===== src/rtl/fault_defs.vh =====
// constants for the dual channel fault protection block
//------------------------------------------------------------
//------------------------------------------------------------
`ifndef FAULT_DEFS_VH
`define FAULT_DEFS_VH

// timing
`define CLK_MHZ          40
`define OV_DELAY_NS      20000
`define OV_DELAY_CYC     ((`OV_DELAY_NS * `CLK_MHZ + 999) / 1000)
`define UV_PULSES        4096
`define CASCADE_DLY_CYC  4
`define RESTART_CYC      64

// register byte addresses
`define ADDR_W           4
`define REG_STATUS       4'h0
`define REG_MASK         4'h4
`define REG_STATE        4'h8

// status / mask bit layout
`define ST_W             8
`define ST_OV0           0
`define ST_OV1           1
`define ST_UV0           2
`define ST_UV1           3
`define ST_UVF0          4
`define ST_UVF1          5
`define ST_CASC          6
`define ST_TERM          7

// bus answers
`define RESP_OKAY        2'b00
`define RESP_SLVERR      2'b10

`endif


===== src/rtl/channel_fault.v =====
// per channel overvoltage qualifier and undervoltage pulse timer
`timescale 1ns/1ps
`include "fault_defs.vh"

module channel_fault #(
    parameter OV_CYC    = `OV_DELAY_CYC,
    parameter OV_W      = 10,
    parameter UV_PULSES = `UV_PULSES,
    parameter UV_W      = 13
) (
    // clock and reset
    input  wire clock,
    input  wire rst_sync_b,
    // comparators and timing
    input  wire ov_cmp,
    input  wire uv_cmp,
    input  wire osc_pulse,
    input  wire latch_clear,
    // state
    output reg  ov_latch_reg,
    output reg  uv_latch_reg,
    output reg  uv_flag_reg
);

    reg [OV_W-1:0] ov_cnt_reg;
    reg [UV_W-1:0] uv_cnt_reg;

    // overvoltage must persist for the qualifying delay before latching
    always @(posedge clock or negedge rst_sync_b) begin
        if (!rst_sync_b) begin
            ov_cnt_reg   <= {OV_W{1'b0}};
            ov_latch_reg <= 1'b0;
        end else if (latch_clear) begin
            ov_cnt_reg   <= {OV_W{1'b0}};
            ov_latch_reg <= 1'b0;
        end else if (!ov_cmp) begin
            ov_cnt_reg   <= {OV_W{1'b0}};
        end else if (ov_cnt_reg == OV_CYC[OV_W-1:0] - 1'b1) begin
            ov_latch_reg <= 1'b1;
        end else begin
            ov_cnt_reg   <= ov_cnt_reg + 1'b1;
        end
    end

    // undervoltage flag and oscillator pulse counter
    always @(posedge clock or negedge rst_sync_b) begin
        if (!rst_sync_b) begin
            uv_cnt_reg   <= {UV_W{1'b0}};
            uv_latch_reg <= 1'b0;
            uv_flag_reg  <= 1'b0;
        end else begin
            uv_flag_reg <= uv_cmp;
            if (latch_clear) begin
                uv_cnt_reg   <= {UV_W{1'b0}};
                uv_latch_reg <= 1'b0;
            end else if (!uv_cmp) begin
                uv_cnt_reg <= {UV_W{1'b0}};
            end else if (osc_pulse) begin
                if (uv_cnt_reg == UV_PULSES[UV_W-1:0] - 1'b1)
                    uv_latch_reg <= 1'b1;
                else
                    uv_cnt_reg <= uv_cnt_reg + 1'b1;
            end
        end
    end

endmodule


===== src/rtl/dual_channel_fault_protection.v =====
// top of the dual channel fault protection block with its register slave
//
// Chosen here: the register offsets and the AXI4-Lite slave port.
`timescale 1ns/1ps
`include "fault_defs.vh"

module dual_channel_fault_protection #(
    parameter UV_PULSES   = `UV_PULSES,
    parameter CASC_DLY    = `CASCADE_DLY_CYC,
    parameter RESTART_CYC = `RESTART_CYC,
    parameter CNT_W       = 8
) (
    // clock and reset
    input  wire        clock,
    input  wire        rst_b,
    // pins
    input  wire        channel_one_enable,
    input  wire        channel_two_enable,
    input  wire        dual_mode_sel,
    input  wire        cascade_sel,
    input  wire        input_supply_uvlo,
    input  wire        osc_pulse,
    // per channel comparators and pwm demand
    input  wire [1:0]  ov_cmp,
    input  wire [1:0]  uv_cmp,
    input  wire [1:0]  ls_oc_cmp,
    input  wire [1:0]  hs_oc_cmp,
    input  wire [1:0]  pwm_hs_req,
    // drivers and discharge
    output reg  [1:0]  hs_drive_reg,
    output reg  [1:0]  ls_drive_reg,
    output reg         channel_one_discharge_pin_reg,
    output reg         channel_two_discharge_pin_reg,
    output reg  [1:0]  soft_start_node_discharge_reg,
    output reg  [1:0]  uv_flag_out_reg,
    output reg         irq_reg,
    // axi4-lite write address
    input  wire [31:0] s_axi_awaddr,
    input  wire        s_axi_awvalid,
    output reg         s_axi_awready,
    // axi4-lite write data
    input  wire [31:0] s_axi_wdata,
    input  wire [3:0]  s_axi_wstrb,
    input  wire        s_axi_wvalid,
    output reg         s_axi_wready,
    // axi4-lite write response
    output reg  [1:0]  s_axi_bresp,
    output reg         s_axi_bvalid,
    input  wire        s_axi_bready,
    // axi4-lite read
    input  wire [31:0] s_axi_araddr,
    input  wire        s_axi_arvalid,
    output reg         s_axi_arready,
    output reg  [31:0] s_axi_rdata,
    output reg  [1:0]  s_axi_rresp,
    output reg         s_axi_rvalid,
    input  wire        s_axi_rready
);

    // cascade supervisor states
    localparam ST_RUN     = 3'b001;
    localparam ST_QUALIFY = 3'b010;
    localparam ST_RESTART = 3'b100;

    //------------------------------------------------------------
    // reset release
    //------------------------------------------------------------
    reg rst_meta_reg;
    reg rst_sync_b;

    // two flops release the asynchronous reset
    always @(posedge clock or negedge rst_b) begin
        if (!rst_b) begin
            rst_meta_reg <= 1'b0;
            rst_sync_b   <= 1'b0;
        end else begin
            rst_meta_reg <= 1'b1;
            rst_sync_b   <= rst_meta_reg;
        end
    end

    //------------------------------------------------------------
    // fault latch clearing
    //------------------------------------------------------------
    wire [1:0] en = {channel_two_enable, channel_one_enable};
    reg        both_low_reg;
    wire       latch_clear;

    // remembers that both enables went low while in memory mode
    always @(posedge clock or negedge rst_sync_b) begin
        if (!rst_sync_b)
            both_low_reg <= 1'b0;
        else if (en == 2'b00)
            both_low_reg <= !dual_mode_sel;
        else
            both_low_reg <= 1'b0;
    end

    // supply cycling, all three pins low, or an enable toggle in memory mode
    assign latch_clear = input_supply_uvlo
        | (!dual_mode_sel & (en == 2'b00))
        | (both_low_reg & !dual_mode_sel & (en != 2'b00));

    //------------------------------------------------------------
    // per channel fault and overcurrent logic
    //------------------------------------------------------------
    wire [1:0] ov_latch;
    wire [1:0] uv_latch;
    wire [1:0] uv_flag;
    wire [1:0] extend;
    wire [1:0] armed;
    wire [1:0] term;

    genvar ch;
    generate
        for (ch = 0; ch < 2; ch = ch + 1) begin : g_ch
            channel_fault #(
                .UV_PULSES (UV_PULSES)
            ) u_fault (
                .clock        (clock),
                .rst_sync_b   (rst_sync_b),
                .ov_cmp       (ov_cmp[ch]),
                .uv_cmp       (uv_cmp[ch]),
                .osc_pulse    (osc_pulse),
                .latch_clear  (latch_clear),
                .ov_latch_reg (ov_latch[ch]),
                .uv_latch_reg (uv_latch[ch]),
                .uv_flag_reg  (uv_flag[ch])
            );
            // high side sensing is unused in cascade configuration
            ocp_channel u_ocp (
                .clock      (clock),
                .rst_sync_b (rst_sync_b),
                .enable     (en[ch] & !cascade_sel),
                .pwm_hs_req (pwm_hs_req[ch]),
                .osc_pulse  (osc_pulse),
                .ls_oc_cmp  (ls_oc_cmp[ch]),
                .hs_oc_cmp  (hs_oc_cmp[ch]),
                .extend_reg (extend[ch]),
                .arm_reg    (armed[ch]),
                .term_reg   (term[ch])
            );
        end
    endgenerate

    //------------------------------------------------------------
    // cascade overcurrent supervisor
    //------------------------------------------------------------
    reg  [2:0]       casc_state_reg;
    reg  [CNT_W-1:0] casc_cnt_reg;
    wire             casc_oc = cascade_sel & |(ls_oc_cmp & en);
    wire             casc_trip = (casc_state_reg == ST_QUALIFY) & casc_oc
                                 & (casc_cnt_reg == CASC_DLY[CNT_W-1:0] - 1'b1);
    wire             restarting = (casc_state_reg == ST_RESTART);

    // short qualify, then both channels off and restarted from soft-start
    always @(posedge clock or negedge rst_sync_b) begin
        if (!rst_sync_b) begin
            casc_state_reg <= ST_RUN;
            casc_cnt_reg   <= {CNT_W{1'b0}};
        end else begin
            case (casc_state_reg)
                ST_RUN: begin
                    casc_cnt_reg <= {CNT_W{1'b0}};
                    if (casc_oc)
                        casc_state_reg <= ST_QUALIFY;
                end
                ST_QUALIFY: begin
                    if (!casc_oc) begin
                        casc_state_reg <= ST_RUN;
                    end else if (casc_trip) begin
                        casc_state_reg <= ST_RESTART;
                        casc_cnt_reg   <= {CNT_W{1'b0}};
                    end else begin
                        casc_cnt_reg <= casc_cnt_reg + 1'b1;
                    end
                end
                ST_RESTART: begin
                    if (casc_cnt_reg == RESTART_CYC[CNT_W-1:0] - 1'b1)
                        casc_state_reg <= ST_RUN;
                    else
                        casc_cnt_reg <= casc_cnt_reg + 1'b1;
                end
                default: begin
                    casc_state_reg <= ST_RUN;
                    casc_cnt_reg   <= {CNT_W{1'b0}};
                end
            endcase
        end
    end

    //------------------------------------------------------------
    // drivers, discharge and soft-start
    //------------------------------------------------------------
    wire       latched = |ov_latch | |uv_latch;
    wire [1:0] chan_off = ~en | {2{input_supply_uvlo | latched | restarting}};
    wire [1:0] hs_next = pwm_hs_req & ~chan_off & ~extend & ~term;
    wire [1:0] ls_next = (~chan_off & ~hs_next) | ov_latch;

    // registered gate controls; overvoltage holds the low side on
    always @(posedge clock or negedge rst_sync_b) begin
        if (!rst_sync_b) begin
            hs_drive_reg                  <= 2'b00;
            ls_drive_reg                  <= 2'b00;
            channel_one_discharge_pin_reg <= 1'b0;
            channel_two_discharge_pin_reg <= 1'b0;
            soft_start_node_discharge_reg <= 2'b11;
            uv_flag_out_reg               <= 2'b00;
        end else begin
            hs_drive_reg    <= hs_next & ~ov_latch & ~uv_latch;
            ls_drive_reg    <= ls_next & ~(uv_latch & ~ov_latch);
            uv_flag_out_reg <= uv_flag;
            // off channel drains its output; a latched fault on either channel drains both
            channel_one_discharge_pin_reg <= chan_off[0];
            channel_two_discharge_pin_reg <= chan_off[1];
            soft_start_node_discharge_reg <= chan_off;
        end
    end

    //------------------------------------------------------------
    // event status and interrupt
    //------------------------------------------------------------
    reg  [`ST_W-1:0] status_reg;
    reg  [`ST_W-1:0] mask_reg;
    reg  [5:0]       prev_reg;
    reg              term_d_reg;
    wire [5:0]       now_bits = {uv_flag, uv_latch, ov_latch};
    wire [`ST_W-1:0] events = {(|term) & !term_d_reg, casc_trip, now_bits & ~prev_reg};
    wire [`ST_W-1:0] w1c;
    wire             do_write;

    // sticky bits; a new event wins over a write-one clear
    always @(posedge clock or negedge rst_sync_b) begin
        if (!rst_sync_b) begin
            status_reg <= {`ST_W{1'b0}};
            prev_reg   <= 6'h00;
            term_d_reg <= 1'b0;
            irq_reg    <= 1'b0;
        end else begin
            prev_reg   <= now_bits;
            term_d_reg <= |term;
            status_reg <= (status_reg & ~w1c) | events;
            irq_reg    <= |(status_reg & mask_reg);
        end
    end

    //------------------------------------------------------------
    // axi4-lite slave
    //------------------------------------------------------------
    reg  [`ADDR_W-1:0] aw_addr_reg;
    reg  [31:0]        w_data_reg;
    reg                w_strb0_reg;
    reg                aw_have_reg;
    reg                w_have_reg;
    wire               aw_take = s_axi_awvalid & s_axi_awready;
    wire               w_take = s_axi_wvalid & s_axi_wready;
    wire               ar_take = s_axi_arvalid & s_axi_arready;

    assign do_write = aw_have_reg & w_have_reg & !s_axi_bvalid;
    assign w1c = (do_write & w_strb0_reg & (aw_addr_reg == `REG_STATUS))
                 ? w_data_reg[`ST_W-1:0] : {`ST_W{1'b0}};

    // map check shared by reads and writes
    function mapped;
        input [`ADDR_W-1:0] a;
        begin
            mapped = (a == `REG_STATUS) | (a == `REG_MASK) | (a == `REG_STATE);
        end
    endfunction

    // write channels taken in either order, answer after both
    always @(posedge clock or negedge rst_sync_b) begin
        if (!rst_sync_b) begin
            s_axi_awready <= 1'b0;
            s_axi_wready  <= 1'b0;
            s_axi_bvalid  <= 1'b0;
            s_axi_bresp   <= `RESP_OKAY;
            aw_have_reg   <= 1'b0;
            w_have_reg    <= 1'b0;
            aw_addr_reg   <= {`ADDR_W{1'b0}};
            w_data_reg    <= 32'h0000_0000;
            w_strb0_reg   <= 1'b0;
            mask_reg      <= {`ST_W{1'b0}};
        end else begin
            s_axi_awready <= !aw_have_reg & !aw_take & !s_axi_bvalid;
            s_axi_wready  <= !w_have_reg & !w_take & !s_axi_bvalid;
            if (aw_take) begin
                aw_have_reg <= 1'b1;
                aw_addr_reg <= s_axi_awaddr[`ADDR_W-1:0];
            end
            if (w_take) begin
                w_have_reg  <= 1'b1;
                w_data_reg  <= s_axi_wdata;
                w_strb0_reg <= s_axi_wstrb[0];
            end
            if (do_write) begin
                aw_have_reg  <= 1'b0;
                w_have_reg   <= 1'b0;
                s_axi_bvalid <= 1'b1;
                s_axi_bresp  <= mapped(aw_addr_reg) ? `RESP_OKAY : `RESP_SLVERR;
                if (w_strb0_reg && aw_addr_reg == `REG_MASK)
                    mask_reg <= w_data_reg[`ST_W-1:0];
            end else if (s_axi_bvalid && s_axi_bready) begin
                s_axi_bvalid <= 1'b0;
            end
        end
    end

    // read channel: one cycle from address to data
    always @(posedge clock or negedge rst_sync_b) begin
        if (!rst_sync_b) begin
            s_axi_arready <= 1'b0;
            s_axi_rvalid  <= 1'b0;
            s_axi_rdata   <= 32'h0000_0000;
            s_axi_rresp   <= `RESP_OKAY;
        end else begin
            s_axi_arready <= !s_axi_rvalid & !ar_take;
            if (ar_take) begin
                s_axi_rvalid <= 1'b1;
                s_axi_rresp  <= mapped(s_axi_araddr[`ADDR_W-1:0])
                                ? `RESP_OKAY : `RESP_SLVERR;
                case (s_axi_araddr[`ADDR_W-1:0])
                    `REG_STATUS: s_axi_rdata <= {24'h000000, status_reg};
                    `REG_MASK:   s_axi_rdata <= {24'h000000, mask_reg};
                    `REG_STATE:  s_axi_rdata <= {19'h00000, casc_state_reg, armed,
                                                 extend, uv_flag, uv_latch, ov_latch};
                    default:     s_axi_rdata <= 32'h0000_0000;
                endcase
            end else if (s_axi_rvalid && s_axi_rready) begin
                s_axi_rvalid <= 1'b0;
            end
        end
    end

endmodule


===== src/rtl/ocp_channel.v =====
// cycle by cycle overcurrent: low side extension and high side termination
`timescale 1ns/1ps

module ocp_channel (
    // clock and reset
    input  wire clock,
    input  wire rst_sync_b,
    // control
    input  wire enable,
    input  wire pwm_hs_req,
    input  wire osc_pulse,
    // comparators
    input  wire ls_oc_cmp,
    input  wire hs_oc_cmp,
    // state
    output reg  extend_reg,
    output reg  arm_reg,
    output reg  term_reg
);

    reg hs_req_d_reg;

    // extension lasts until the next period's oscillator pulse
    always @(posedge clock or negedge rst_sync_b) begin
        if (!rst_sync_b) begin
            extend_reg   <= 1'b0;
            arm_reg      <= 1'b0;
            term_reg     <= 1'b0;
            hs_req_d_reg <= 1'b0;
        end else begin
            hs_req_d_reg <= pwm_hs_req;
            if (!enable) begin
                extend_reg <= 1'b0;
                arm_reg    <= 1'b0;
            end else if (ls_oc_cmp && (!pwm_hs_req || extend_reg)) begin
                extend_reg <= 1'b1;
                arm_reg    <= 1'b1;
            end else begin
                if (osc_pulse)
                    extend_reg <= 1'b0;
                if (hs_req_d_reg && !pwm_hs_req && !extend_reg)
                    arm_reg <= 1'b0;
            end
            // terminated pulse stays off until the request ends
            if (!enable || !pwm_hs_req)
                term_reg <= 1'b0;
            else if (arm_reg && !extend_reg && hs_oc_cmp)
                term_reg <= 1'b1;
        end
    end

endmodule


===== config.mk =====
export PLATFORM = sky130hd
export DESIGN_NAME = dual_channel_fault_protection
export DESIGN_NICKNAME = d
export VERILOG_FILES = /design/src/rtl/channel_fault.v /design/src/rtl/dual_channel_fault_protection.v /design/src/rtl/ocp_channel.v
export VERILOG_INCLUDE_DIRS = /design/src /design/src/rtl
export SDC_FILE = /design/constraint.sdc
export NUM_CORES = 1
export LEC_CHECK = 0
export BUFFER_PORTS_ARGS = -buffer_cell sky130_fd_sc_hd__buf_4
export CAP_MARGIN = 0
export CORE_UTILIZATION = 30
export DETAILED_ROUTE_END_ITERATION = 10
export RECOVER_POWER = 50
export SLEW_MARGIN = 20
export SYNTH_ARGS = -nofsm -noshare
export SYNTH_HDL_FRONTEND = slang
export SYNTH_HIERARCHICAL = 1
export SYNTH_SLANG_ARGS = --single-unit

===== constraint.sdc =====
create_clock -name clock -period 10.6 [get_ports clock]
set_input_delay 3.18 -clock clock [delete_from_list [all_inputs] [get_ports clock]]
set_output_delay 3.18 -clock clock [all_outputs]
set_load 0.1 [all_outputs]

======== After elaboration in Yosys (flattened, before gate mapping) ========
Index checks and enable logic that the tools add are counted.
storage, ports and cells
  register bits after elaboration ......... 164
  latch bits .............................. 0
  RAM bits ................................ 0
  ROM bits ................................ 0
  input bits .............................. 123
  output and inout port bits .............. 52
  memories kept ........................... 0
cells by class
  $add $sub $neg .......................... 5
  multiply operators ...................... 0
  div/mod/pow operators ................... 0
  magnitude comparators ................... 0
  equal/unequal tests ..................... 28
  shift-type cells ........................ 0
  mux-type cells .......................... 65
  bitwise logic cells ..................... 55
  reduce and logical (&&, ||, !) cells .... 66
operators by type and width
  operator                                                count
  two-way mux 13 bit                                      8
  two-way mux 10 bit                                      6
  one-hot mux 13 bit (3 select lines)                     1
  two-way mux 1 bit                                       38
  two-way mux 8 bit                                       4
  nonzero test 2 bit                                      16
  adder 13 x 1 -> 13 bit (second input constant)          2
  == test 13 x 12 -> 1 bit (second input constant)        2
  bitwise AND 1 bit                                       21
  inequality test 3 bit (second input constant)           7
  adder 10 x 1 -> 10 bit (second input constant)          2
  == test 10 bit (second input constant)                  2
  bitwise AND 2 bit                                       9
  bitwise AND 8 bit                                       2
  logical NOT 1 bit                                       16
  NOT 2 bit                                               8
  one-hot mux 8 bit (2 select lines)                      1
  logical AND 1 bit                                       13
  two-way mux 3 bit                                       4
  inequality test 3 x 2 -> 1 bit (second input constant)  4
  AND reduction 2 bit                                     6
  OR 1 bit                                                9
  one-hot mux 3 bit (3 select lines)                      1
  AND reduction 3 bit                                     3
  21 further kinds                                        34

======== Longest topological paths before layout ========
  depth in word-level cells ............... 13
  mapped depth ............................ 6
  gate-level depth less buffers ........... 5

======== Modules after synthesis ========
Netlist, hierarchy kept.
by module, submodules not included
  module                         instances  cells each  area each (µm²)  seq. area each (µm²)
  dual_channel_fault_protection  1          308         3588.4           2030.7
  channel_fault                  2          141         1347.5           650.6
  ocp_channel                    2          16          168.9            100.1

======== Least setup slack after synthesis ========
No wires, ideal clock.
  path kind ............................... input-to-reg
  start ................................... input s_axi_araddr[2]
  end ..................................... register s_axi_rdata[10]
  setup time .............................. 69 ps
  arrival time ............................ 4465 ps
  required time ........................... 10531 ps
  path slack .............................. 6066 ps
  cell stages on the path ................. 5
  path through ............................ buf_2 nor2b_1 clkbuf_1 nor4b_1 a22o_1
between the ends
  longest elaborated chain between the ends .. 2
RTL lines
  element                                      RTL line                             RTL
  start: declaration                           dual_channel_fault_protection.v:51   input wire [31:0] s_axi_araddr,
  == test 4 bit, or another cell as far along  dual_channel_fault_protection.v:322  case (s_axi_araddr[`ADDR_W-1:0])
  one-hot mux 13 bit (3 select lines) *        dual_channel_fault_protection.v:322
  end signal: assignment                       dual_channel_fault_protection.v:323  `REG_STATUS: s_axi_rdata <= {24'h000000, status_reg};
  end signal: assignment                       dual_channel_fault_protection.v:324  `REG_MASK: s_axi_rdata <= {24'h000000, mask_reg};
  end signal: assignment                       dual_channel_fault_protection.v:325  `REG_STATE: s_axi_rdata <= {19'h00000, casc_state_reg, armed,
  end: declaration                             dual_channel_fault_protection.v:54   output reg [31:0] s_axi_rdata,
Every way passes the cells marked *; elsewhere a longest branch is shown, timed or not.
A chain may end at the register's enable or synchronous reset.

==> run summary <==
IO buf count: 70
width of the die: 151 µm
outcome: finished with violations
area after detailed placement: 7320 µm²
summed negative setup slack over all endpoints: 0 ps
crit path launch type: flip-flop
tightest slew margin relative to the limit: -186%
fraction of final layout cells sized beyond drive strength 1: 21.6%
clock network latency to the later pin of the worst-skew pair: 430 ps
remaining design rule violation count: 0
share of the clock period used by the worst path: 56.0%
maximum vdd drop: 109 µV
Chip Height: 151 µm
netlist area before placement: 6620 µm²
transition time at the pin with the least slew margin: 4290 ps
crit path max fanout: 84
# nets final: 823
number of violations of the max-capacitance limit: 2
portion of the post-synthesis area used by sequential elements: 53.3%
area added between synthesis and finish: 19.0%
worst min-delay path class: flip-flop to flip-flop
synthesized area per cell: 10.6 µm²
die area: 22700 µm²
final count of negative-setup-slack endpoints: 0
largest net degree at the start of global routing: 85
Detailed Route WL: 14200 µm
combinational family with the most area after synthesis: simple AND/OR/NAND/NOR gates
async set-reset flop share out of synthesis: 100%
Max stage delay cell, worst path: clkbuf_1
first-pass GRT wire length: 23400 µm
area share of the leading cell type in the synthesized netlist: 52.2%
initial antenna violation count: 0
Setup CP Type: flip-flop to asynchronous set/reset pin
H-Tree Level Count: 4
Core Area: 21400 µm²
number of buffers inserted for hold repair after clock tree synthesis: 0
fmax: 168 MHz
deepest clock path buffer count: 2
kind of cell with the highest combined delay on the critical path: buffers and inverters
number of global-route vias before repair: 4672
antenna diode instance count: 0
main flop type after synthesis: dfrtp_1
WL per Instance: 14.4 µm
number of cells in the design after placement: 951
number of hold-slack violations in the final timing report: 0
Crit path arrival time: 5470 ps
mean number of vias per cell: 4.91
TritonCTS clock tree: yes
total of warnings raised by yosys: 6
power density relative to cell area: 195 nW/µm²
flip-flop and latch count after synthesis: 141
CTS clock-pin slew for the worst setup and hold paths: 60 ps
Clock Sink Count: 141
initial standard-cell utilization of the core: 31.0%
unrepaired setup endpoints after global routing: false
row cnt: 53
number of flip-flops in the largest register: 26
number of pins with negative max-slew slack in the final report: 142
top post-synthesis cells by count: dfrtp_1, nand2_1, nor2_1, a21oi_1
post-synthesis compound-gate area fraction: 14.2%
number of cells in the finished layout apart from fillers: 983
leak pwr: 3.39 nW
failing checks: capacitance limit, slew limit
detailed placer's ending HPWL: 10100 µm
mux share of post-synthesis cell area: 5.39%
last weighted congestion value of the routability-driven placer: 0.763
Total Power: 1.54 mW
total buffers and inverters traversed by the critical path: 1
count of instances resized after the clock tree is built: 0
post-layout min period: 5940 ps
Tot GR Track Use: 13.3%
cell accounting for the most synthesized area: dfrtp_1
I/O pin cnt: 175
critical path cell sequence: clkbuf_1
largest incremental delay on the critical path: 3120 ps
number of instances in the synthesized netlist: 622
Post-synth EDFFs: 0
remaining number of nets flagged by the antenna check after routing: 0
final instance area: 7880 µm²
via count: 4828
global-route congestion overflow total: 0
Synth cell types: 61
first-iteration detailed-routing DRC count: 273
top cells by area, synth: dfrtp_1, mux2_2, nand2_1
Clock Skews: 11.4 ps
post-synthesis share of cell area spent on and, or, nand and nor gates: 19.0%
Pre-Repair DR Iteration Count: 4
share of synthesized cell area in full adder, half adder and majority cells: 0.945%
data required time at the worst endpoint: 10130 ps
Post-CTS Repair Setup Buffers: 0
xor/xnor share of the synthesized area: 1.59%
TritonCTS buffer count: 17
Clock Tree Root: clkbuf_16
count leader, synth: dfrtp_1
Setup crit end kind: asynchronous set/reset pin
per-stage QoR:
stage	hold slack [ps]	setup slack [ps]	utilization (%)
6_report	354	4660	36.9
5_1_grt	372	3270	36.9
4_1_cts	354	6000	36.9
3_5_place_dp	339	5550	34.3
3_3_place_gp	337	5550	34.3
2_1_floorplan	331	6070	-
layout by cell type (no fill, tap or decap), types with 5 or more instances in the layout:
cell / count
dfrtp_1: 138
nand4_1: 8
mux2i_1: 12
or3_1: 12
inv_1: 25
or4_1: 12
o31ai_1: 14
inv_6: 6
nand3_1: 19
nand2_1: 58
a22oi_1: 5
a31oi_1: 6
nor3_1: 12
clkbuf_16: 17
o21ai_0: 21
o21ai_1: 12
ha_1: 5
nor4_1: 8
nand2b_1: 12
conb_1: 22
mux2_2: 21
buf_4: 71
xnor2_1: 6
xor2_1: 6
a21oi_1: 33
nor2b_1: 7
nor2_1: 47
a22o_1: 20
power breakdown:
group,internal (mW),switching (mW),total (mW)
logic,0.0920,0.217,0.309
clock network,0.311,0.261,0.573
registers,0.604,0.0539,0.658
total,1.01,0.532,1.54
per-layer routing:
metal / wire [µm] / GRT usage (%) / part of all wire, % / vias to the layer above
met5: 0 / 0 / 0 / -
met4: 193 / 5.05 / 1.4 / 0
met3: 625 / 3.36 / 4.4 / 13
met2: 6710 / 20.7 / 47 / 76
met1: 6630 / 17.7 / 47 / 2379
li1: - / - / - / 2360
cell families after synthesis:
family / Yosys count
multiplexers: 33
XOR/XNOR: 12
AND/OR/NAND/NOR: 233
buffers and inverters: 63
other: 2
adder cells (fa/ha/maj): 5
AO/OA/AOI/OAI: 133
flip-flops: 141
cell type report:
type	instances	area, µm²
repair buffers	72	537
multi-input cells	438	2810
clock inverters	15	143
well taps	275	344
inverters	25	93.8
clock buffers	17	425
flip-flops and latches	141	3530
fillers	2140	13500
worst paths after layout:
| check | cells past startpoint | from | slack, ps | endpoint |
|---|---|---|---|---|
| worst max-delay path | 1 | rst_sync_b | 4660 | s_axi_rdata[12] |
| worst min-delay path | 0 | rst_meta_reg | 350 | rst_sync_b |
| worst max register to register | 1 | rst_sync_b | 4660 | s_axi_rdata[12] |
| worst min register to register | 0 | rst_meta_reg | 350 | rst_sync_b |
| max in group clock | 4 | s_axi_araddr[2] | 6000 | s_axi_rdata[12] |
| min in group asynchronous | 0 | rst_sync_b | 950 | g_ch[0].u_fault/ov_cnt_reg[0] |
(Power assumes the default switching activity.)
